<file path="config.mk">
export PLATFORM = sky130hd
export DESIGN_NAME = p2cd_top
export DESIGN_NICKNAME = d
export VERILOG_FILES = /design/src/p2cd_pkg.sv /design/src/p2cd_div_chan.sv /design/src/p2cd_top.sv
export VERILOG_INCLUDE_DIRS = /design/src
export SDC_FILE = /design/constraint.sdc
export NUM_CORES = 1
export LEC_CHECK = 0
export BUFFER_PORTS_ARGS = -buffer_cell sky130_fd_sc_hd__buf_4
export CORE_MARGIN = 2
export CORE_UTILIZATION = 60
export DETAILED_ROUTE_END_ITERATION = 16
export MAX_ROUTING_LAYER = met4
export PLACE_DENSITY = 0.77
export SETUP_SLACK_MARGIN = 0.1
export SLEW_MARGIN = 20
export SYNTH_ARGS = -nofsm -noshare
export SYNTH_HDL_FRONTEND = slang
export SYNTH_SLANG_ARGS = --single-unit
export TNS_END_PERCENT = 30
</file>
<file path="constraint.sdc">
create_clock -name clk_i -period 3.6 [get_ports clk_i]
set_input_delay 0.36 -clock clk_i [delete_from_list [all_inputs] [get_ports clk_i]]
set_output_delay 0.36 -clock clk_i [all_outputs]
set_load 0.01 [all_outputs]
</file>
<file path="src/p2cd_defs.svh">
// Timing and setting constants for the dual power-of-two clock divider
`ifndef P2CD_DEFS_SVH
`define P2CD_DEFS_SVH

// Master clock nominal frequency in kHz
`define P2CD_MOSC_KHZ 1048
// Largest divide exponent and its divisor
`define P2CD_EXP_MAX 5'd22
`define P2CD_DIV_MAX 4194304
// Exponent field width
`define P2CD_EXP_W 5
// Power-up time to active outputs, in ms
`define P2CD_PU_MS 10
// System clock in kHz
`define P2CD_CLK_KHZ 25000
// Cycles of system clock for the power-up wait
`define P2CD_PU_CYC (`P2CD_PU_MS * `P2CD_CLK_KHZ)
// Default exponents
`define P2CD_EXP_A_DEF 5'd0
`define P2CD_EXP_B_DEF 5'd0

`endif

</file>
<file path="src/p2cd_pkg.sv">
// Types for the dual power-of-two clock divider
`include "p2cd_defs.svh"
package p2cd_pkg;
  typedef logic [`P2CD_EXP_W-1:0] p2cd_exp_t;
  typedef enum logic [1:0] {
    P2CD_ST_WAIT = 2'b01,
    P2CD_ST_RUN = 2'b10
  } p2cd_state_e;
endpackage

</file>
<file path="src/p2cd_div_chan.sv">
// One gated output channel: select the master or a tap of the shared counter, force high when disabled
`timescale 1ns/1ns
`default_nettype none
module p2cd_div_chan
  import p2cd_pkg::*;
#(
  parameter p2cd_exp_t DIV_EXP = `P2CD_EXP_A_DEF
) (
  // Clock and reset
  input wire logic clk_i,
  input wire logic rst_n_i,
  // Shared divider state
  input wire logic mosc_i,
  input wire logic [21:0] cnt_i,
  input wire logic active_i,
  // Enable, already synchronised, active low
  input wire logic enable_n_i,
  // Output
  output logic clk_o
);

  logic tap_q;
  logic tap_d;
  logic sel_w;

  // Exponent n picks counter bit n-1, which toggles each 2^(n-1) cycles
  // Split so no out-of-range index is ever elaborated for exponent 0
  if (DIV_EXP == 5'd0) begin : g_pass
    assign sel_w = mosc_i;
  end else begin : g_tap
    assign sel_w = cnt_i[DIV_EXP - 5'd1];
  end
  assign tap_d = sel_w;

  always_ff @(posedge clk_i or negedge rst_n_i) begin
    if (!rst_n_i) begin
      tap_q <= 1'b1;
    end else begin
      tap_q <= tap_d;
    end
  end

  // Gate is combinational so a disable forces high with no clock wait
  assign clk_o = (enable_n_i || !active_i) ? 1'b1 : tap_q;

endmodule // p2cd_div_chan
`default_nettype wire

</file>
<file path="src/p2cd_top.sv">
// Dual power-of-two clock divider with active-low output enables
// Summary of operation
// One master clock feeds both dividers
// Output equals master over two to exponent
// Exponent only 0 to 22; 0 passes master
// Each output set only by its exponent
// Enable low drives divided square wave
// Enable high forces output high immediately
// Disable gates output only; dividers keep running
// Disable during low phase forces high
// Enable shows free-running divider state at once
// Unused output enable held high by system
// Outputs active within 10 ms of power
// Toggle every 2^(n-1) master cycles
// Master rate arrives as a tick, two ticks per master period
// Pin enables pass two flops, so a disable lands two clocks late
// Exponents above the top setting are clamped to the slowest rate
// Outputs stay high through reset and the power-up wait
`timescale 1ns/1ns
`default_nettype none
module p2cd_top
  import p2cd_pkg::*;
#(
  parameter p2cd_exp_t DIV_EXP_A = `P2CD_EXP_A_DEF,
  parameter p2cd_exp_t DIV_EXP_B = `P2CD_EXP_B_DEF,
  parameter int unsigned PU_CYCLES = `P2CD_PU_CYC
) (
  // Clock and reset
  input wire logic clk_i,
  input wire logic rst_n_i,
  // Master oscillator tick, one-cycle pulse at twice the master rate
  input wire logic mosc_tick_i,
  // Output enables, pins, active low
  input wire logic out_a_enable_n,
  input wire logic out_b_enable_n,
  // Divided outputs
  output logic clk_out_a,
  output logic clk_out_b,
  // Status
  output logic active_o
);

  // Settings past the top have no counter tap; clamp them to the slowest rate
  localparam p2cd_exp_t EXP_TOP = `P2CD_EXP_MAX;
  localparam bit EXP_A_OK = (DIV_EXP_A <= EXP_TOP);
  localparam bit EXP_B_OK = (DIV_EXP_B <= EXP_TOP);
  localparam p2cd_exp_t EXP_A_USE = EXP_A_OK ? DIV_EXP_A : EXP_TOP;
  localparam p2cd_exp_t EXP_B_USE = EXP_B_OK ? DIV_EXP_B : EXP_TOP;
  // Bit 21 is the tap of the largest exponent
  localparam int unsigned CNT_W = 22;
  // Last value of the power-up count; a zero wait still takes one cycle
  localparam int unsigned PU_LAST = (PU_CYCLES > 32'd0) ? PU_CYCLES - 32'd1 : 32'd0;

  // Enable synchronisers, one chain per channel
  logic ena_a_meta_q;
  logic ena_a_sync_q;
  logic ena_b_meta_q;
  logic ena_b_sync_q;
  logic ena_a_n_w;
  logic ena_b_n_w;

  // Master square wave and the count shared by both channels
  logic mosc_q;
  logic mosc_d;
  logic mosc_fall_w;
  logic [CNT_W-1:0] cnt_q;
  logic [CNT_W-1:0] cnt_d;
  logic [CNT_W-1:0] cnt_inc_w;

  // Power-up sequencer; 32 bits hold the full wait at the system clock
  logic [31:0] pu_cnt_q;
  logic [31:0] pu_cnt_d;
  logic [31:0] pu_inc_w;
  p2cd_state_e state_q;
  p2cd_state_e state_d;
  logic in_wait_w;
  logic pu_done_w;
  logic go_run_w;
  logic active_w;

  // Enables come from pins: two flops before use; reset reads as disabled
  always_ff @(posedge clk_i or negedge rst_n_i) begin
    if (!rst_n_i) begin
      ena_a_meta_q <= 1'b1;
    end else begin
      ena_a_meta_q <= out_a_enable_n;
    end
  end

  // Second stage; the first may still be settling
  always_ff @(posedge clk_i or negedge rst_n_i) begin
    if (!rst_n_i) begin
      ena_a_sync_q <= 1'b1;
    end else begin
      ena_a_sync_q <= ena_a_meta_q;
    end
  end

  // Channel B chain
  always_ff @(posedge clk_i or negedge rst_n_i) begin
    if (!rst_n_i) begin
      ena_b_meta_q <= 1'b1;
    end else begin
      ena_b_meta_q <= out_b_enable_n;
    end
  end

  always_ff @(posedge clk_i or negedge rst_n_i) begin
    if (!rst_n_i) begin
      ena_b_sync_q <= 1'b1;
    end else begin
      ena_b_sync_q <= ena_b_meta_q;
    end
  end

  // Only the second stage of each chain is read
  assign ena_a_n_w = ena_a_sync_q;
  assign ena_b_n_w = ena_b_sync_q;

  // Master square wave toggles on each tick
  assign mosc_d = mosc_tick_i ? ~mosc_q : mosc_q;
  // Count steps once per master period, as the master falls
  assign mosc_fall_w = mosc_tick_i && mosc_q;
  assign cnt_inc_w = cnt_q + 22'h1;
  // Enables never touch the count, so a channel resumes in phase
  assign cnt_d = mosc_fall_w ? cnt_inc_w : cnt_q;

  // Master phase
  always_ff @(posedge clk_i or negedge rst_n_i) begin
    if (!rst_n_i) begin
      mosc_q <= 1'b0;
    end else begin
      mosc_q <= mosc_d;
    end
  end

  // Wraps freely; its top bit has the largest period
  always_ff @(posedge clk_i or negedge rst_n_i) begin
    if (!rst_n_i) begin
      cnt_q <= 22'h0;
    end else begin
      cnt_q <= cnt_d;
    end
  end

  // Power-up wait: hold outputs high until the count ends
  assign in_wait_w = (state_q == P2CD_ST_WAIT);
  assign pu_done_w = (pu_cnt_q >= PU_LAST);
  assign go_run_w = in_wait_w && pu_done_w;
  assign pu_inc_w = pu_cnt_q + 32'h1;
  // Count freezes once running, so it cannot wrap back into the wait
  assign pu_cnt_d = in_wait_w ? pu_inc_w : pu_cnt_q;

  always_comb begin
    state_d = state_q;
    case (state_q)
      P2CD_ST_WAIT: begin
        if (go_run_w) begin
          state_d = P2CD_ST_RUN;
        end else begin
          state_d = P2CD_ST_WAIT;
        end
      end
      P2CD_ST_RUN: begin
        // No way back but reset
        state_d = P2CD_ST_RUN;
      end
      default: begin
        state_d = P2CD_ST_WAIT;
      end
    endcase
  end

  // Sequencer state
  always_ff @(posedge clk_i or negedge rst_n_i) begin
    if (!rst_n_i) begin
      state_q <= P2CD_ST_WAIT;
    end else begin
      state_q <= state_d;
    end
  end

  // Wait count
  always_ff @(posedge clk_i or negedge rst_n_i) begin
    if (!rst_n_i) begin
      pu_cnt_q <= 32'h0;
    end else begin
      pu_cnt_q <= pu_cnt_d;
    end
  end

  // Status
  assign active_w = (state_q == P2CD_ST_RUN);
  assign active_o = active_w;

  // Each channel sees only its own exponent and enable
  // Channel A
  p2cd_div_chan #(
    .DIV_EXP(EXP_A_USE)
  ) u_chan_a (
    .clk_i(clk_i),
    .rst_n_i(rst_n_i),
    .mosc_i(mosc_q),
    .cnt_i(cnt_q),
    .active_i(active_w),
    .enable_n_i(ena_a_n_w),
    .clk_o(clk_out_a)
  );

  // Channel B
  p2cd_div_chan #(
    .DIV_EXP(EXP_B_USE)
  ) u_chan_b (
    .clk_i(clk_i),
    .rst_n_i(rst_n_i),
    .mosc_i(mosc_q),
    .cnt_i(cnt_q),
    .active_i(active_w),
    .enable_n_i(ena_b_n_w),
    .clk_o(clk_out_b)
  );

endmodule // p2cd_top
`default_nettype wire

</file>
Word level (Yosys, flattened, before mapping)
Index checks and enable logic that the tools add are counted.

word-level totals
  word-level logic and storage cells = 21
  flip-flop bits (word level) = 40

cells by class
  $lt $le $gt $ge = 1
  equality and inequality tests = 2
  reduce and logical (&&, ||, !) cells = 4
  add/sub/neg operators = 1
  bitwise logic cells = 1
  mux-type cells = 4

operator list
  cell                     number
  $add A32 B1 Y32 const B  1
  $ge A32 B18 Y1 const B   1
  $pmux W2 S2              1
  $eq A2 B1 Y1 const B     1
  $eq A2 B2 Y1 const B     1
  $logic_or A1 B1 Y1       2
  $mux W1                  2
  $mux W2                  1
  $logic_and A1 B1 Y1      1
  $logic_not A1 Y1         1
  $not A1 Y1               1

Longest topological paths before layout
  depth in word-level cells = 4
  depth in mapped cells = 7

Cells and area by module
A second synthesis with hierarchy kept.

second synthesis, totals
  cell total of the unflattened synthesis = 229
  area total of the unflattened synthesis = 2,761.4 um^2

by module, submodules not included
  module         area each (um^2)  sequential area each (um^2)  times used  cells an instance
  p2cd_top       2,691.3           1,532.7                      1           225
  p2cd_div_chan  35.0              26.3                         2           2

Worst setup path after synthesis
Ideal clock, no wire load.

  path type = reg2reg
  start point = reg state_q[0]
  end point = reg pu_cnt_q[27]
  arrival = 1.622 ns
  data required time = 3.477 ns
  setup slack = 1.855 ns
  cell stages (with the launch flop) = 7
  library setup time = 0.123 ns
  cell sequence = dfstp_2 ha_1 buf_4 nand4_4 nor4_4 nand4b_1 xnor2_1

between the ends
  word-level cells in the longest chain between the ends = 1

ends and longest elaborated chain
  element                 line             text
  from (decl)             p2cd_top.sv:74   p2cd_state_e state_q;
  from (signal assigned)  p2cd_top.sv:179  state_q <= state_d;
  $eq A2 B1 Y1            p2cd_top.sv:147  assign in_wait_w = (state_q == P2CD_ST_WAIT);
  to (signal assigned)    p2cd_top.sv:188  pu_cnt_q <= pu_cnt_d;
  to (decl)               p2cd_top.sv:71   logic [31:0] pu_cnt_q;

No other way between the ends.
A chain may end at the register's enable or synchronous reset.

Final worst setup path
  start point = reg state_q[0]
  end point = reg pu_cnt_q[23]

The elaborated chain is that of the path after synthesis.

==> qor.csv <==
stage,metric,value,unit
outcome,run_status,finished clean,
sta,clock_skew,0.00338,ns
pwr,swShare,0.221,
routing,dr.pass1.iters,4,
routing,num_vias,1221,
die,die_w,59.7,um
sta,finalHoldViolations,0,
synthesis,synth_flop_cell,dfrtp_1,
placement,hpwl,2250,um
setup_path,r2r_start,state_q[0]$_DFF_PN1_,
global_route,grt_pass1_wl,5730,um
cells_and_area,layout-drive-gt1-share,0.205,
die,ioPinCount,8,
sta,worst_pin_slew,0.521,ns
placement,gp_congestion,0.851,
synthesis,synth_seq_area_share,0.541,
routing,postRouteAntennaNets,0,
synthesis,yosysUniqueCellTypes,30,
routing,drt_iter0_markers,43,
clock_tree,cts_buffers,5,
cells_and_area,final_area,2010,um2
global_route,grt_max_degree,41,
setup_path,rrSetupSlack,1.58,ns
cells_and_area,syn2layout_area_growth,8.05,%
routing,post_drt_via_cell_ratio,6.14,
pwr,peakVddDrop,0.357,mV
sta,slew-limit-headroom,0.651,
sta,layout_min_cycle_time,2.02,ns
pwr,pwr-share-comb,0.022,
routing,avgRoutedWirePerCell,16.2,um
setup_path,cp-start-kind,flop,
setup_path,cp-startpoint,state_q[0]$_DFF_PN1_,
clock_tree,path_clk_slew,0.12,ns
synthesis,syn_area_per_cell,12.2,um2
die,die_h,59.7,um
global_route,grt_usage,0.228,
sta,slew_violations,0,
synthesis,synth_edf_count,0,
pwr,p_sw,161,uW
clock_tree,cts-root-buf,clkbuf_4,
cells_and_area,n_antenna_cell,0,
placement,portBuffers,7,
setup_path,critPathArrivalTime,2.26,ns
clock_tree,ctsLongestPathBuffers,2,
die,die_area,3570,um2
pwr,clockPowerShare,0.326,
sta,hold_ws,0.109,ns
setup_path,cp_max_fo,9,
cells_and_area,nets,173,
worst_hold_path,hold_class,in2reg,
cells_and_area,final_core_util,0.671,
sta,rsz0062_at_grt,false,
pwr,seq_power_share,0.651,
global_route,grt_overflow_total,0,
pwr,cell_internal_pwr,568,uW
placement,placed_area,1940,um2
job,drv_cap,0,
synthesis,async_flop_share,1.00,
synthesis,synth-seq-cells,40,
synthesis,netlist_area,1860,um2
routing,drc_errors,0,
global_route,antenna_found_initial,0,
global_route,grt_pass1_vias,1189,
setup_path,r2r_end,pu_cnt_q[23]$_DFFE_PN0N_,
pwr,p_leak,0.904,nW
setup_path,crit_required,3.84,ns
setup_path,cp-endpoint,pu_cnt_q[23]$_DFFE_PN0N_,
die,core.rowCount,20,
routing,drt_wl_total,3220,um
synthesis,yosys_warnings,0,
setup_path,crit_path_end_kind,flop,
die,initial_core_util,0.621,
setup_path,reg2regPathDepth,5,
synthesis,synth.net_count,161,
sta,fmax,0.495,GHz
pwr,p_per_area,362,nW/um2
sta,setup_viol,0,
clock_tree,htreeDepth,2,
clock_tree,clk_latency,0.34,ns
sta,setup_tns,0,ns
die,core,3000,um2
clock_tree,cts_sinks,40,
setup_path,crit_type,reg2reg,
clock_tree,cts_tree,done,
sta,finalCritPeriodShare,0.561,
synthesis,synth_cells,153,
## logic make-up after synthesis
family          count (synthesis)  synth area share
compound gates                  5            0.0302
xor+xnor                       32             0.150
fa+ha+maj                       3            0.0201
buf+inv                         7            0.0161
flops                          40             0.541
mux                             1           0.00604
simple gates                   65             0.236
## synth_stat cells (all sizes together) (2+ instances only)
library cell,n,share of area
xor2,7,0.033
clkbuf,2,0.0040
ha,3,0.020
and4,4,0.019
nand2,10,0.020
nor3,3,0.013
nor2,7,0.015
nor4,6,0.032
nand3,9,0.027
and3,8,0.027
inv,4,0.0081
xnor2,25,0.12
dfstp,6,0.085
nand4,13,0.060
nand4b,3,0.014
dfrtp,34,0.46
or3b,2,0.0094
## per-layer routing
metal	routed length, um	track usage
met5	0	-
met4	59	0.0984
met2	1560	0.331
met1	1460	0.300
met3	134	0.0649
## per-stage QoR
step,worst slack (ns),instances,power (mW)
detailed placement,1.56,190,0.500
finish,1.58,199,0.729
global placement,1.64,190,0.498
floorplan,1.86,153,0.486
global route,1.40,199,0.766
CTS,1.55,199,0.735
## layout make-up
cell class                      count  area [um2]
Sequential cell                    40        1010
Clock buffer                        6        51.3
Timing Repair Buffer                8        62.6
Tap cell                           33        41.3
Multi-Input combinational cell    106         826
Clock inverter                      2        10.0
Inverter                            4        15.0
Fill cell                         227         988
## worst max-delay path, cell delays in order (launching register included)
cell,delay [ns]
dfstp_2,0.55
ha_1,0.37
nand4_4,0.20
nor4_4,0.47
nand4_1,0.18
xnor2_1,0.15
## sequential cells by signal, summed over array words and instances, names as in the netlist
signal	cells
pu_cnt_q	32
state_q	2
ena_a_meta_q	1
ena_a_n_w	1
ena_b_meta_q	1
ena_b_n_w	1
mosc_q	1
u_chan_a.tap_q	1
## how the worst min path moves through the flow
stage / to / start / slack (ns) / depth (start not counted)
5_1_grt: ena_b_meta_q$_DFF_PN1_ / out_b_enable_n / 0.07 / 1
3_5_place_dp: ena_b_n_w$_DFF_PN1_ / ena_b_meta_q$_DFF_PN1_ / 0.35 / 0
2_1_floorplan: mosc_q$_DFFE_PN0P_ / rst_n_i / 0.06 / 0
4_1_cts: ena_b_meta_q$_DFF_PN1_ / out_b_enable_n / 0.09 / 1
3_3_place_gp: pu_cnt_q[2]$_DFFE_PN0N_ / rst_n_i / 0.35 / 1
6_report: ena_b_meta_q$_DFF_PN1_ / out_b_enable_n / 0.11 / 1
## what timing repair did
action	CTS	global route
setup buffers	0	0
endpoints found under the hold margin	34	0
resized for setup	0	0
hold buffers	1	0
## cell usage in the layout, fill, tap and decap left out
cell type       n
dfrtp_1        34
xnor2_1        25
nand4_1        11
nand2_1        10
and3_1          8
nand3_1         8
xor2_1          7
buf_4           7
nor2_1          6
dfstp_2         6
clkbuf_4        5
inv_1           4
nor4_1          4
and4_1          4
nand4b_1        3
ha_1            3
or3b_2          2
nand4_4         2
nor3_2          2
clkinv_2        2
o41ai_2         1
a2111oi_2       1
o21ai_0         1
o32ai_1         1
o41a_1          1
mux2_2          1
nand3_2         1
nor2_2          1
nor4_4          1
nor4_2          1
nor3_1          1
clkbuf_8        1
dlygate4sd3_1   1
## power groups by stage
| stage | sequential [mW] | combinational [mW] | clock [mW] |
|---|---|---|---|
| finish | 0.475 | 0.0164 | 0.238 |
| global placement | 0.483 | 0.0157 | 0 |
| CTS | 0.475 | 0.0174 | 0.243 |
| global route | 0.478 | 0.0199 | 0.269 |
| floorplan | 0.482 | 0.00356 | 0 |
| detailed placement | 0.484 | 0.0164 | 0 |
Power figures use the tool's default switching activity.
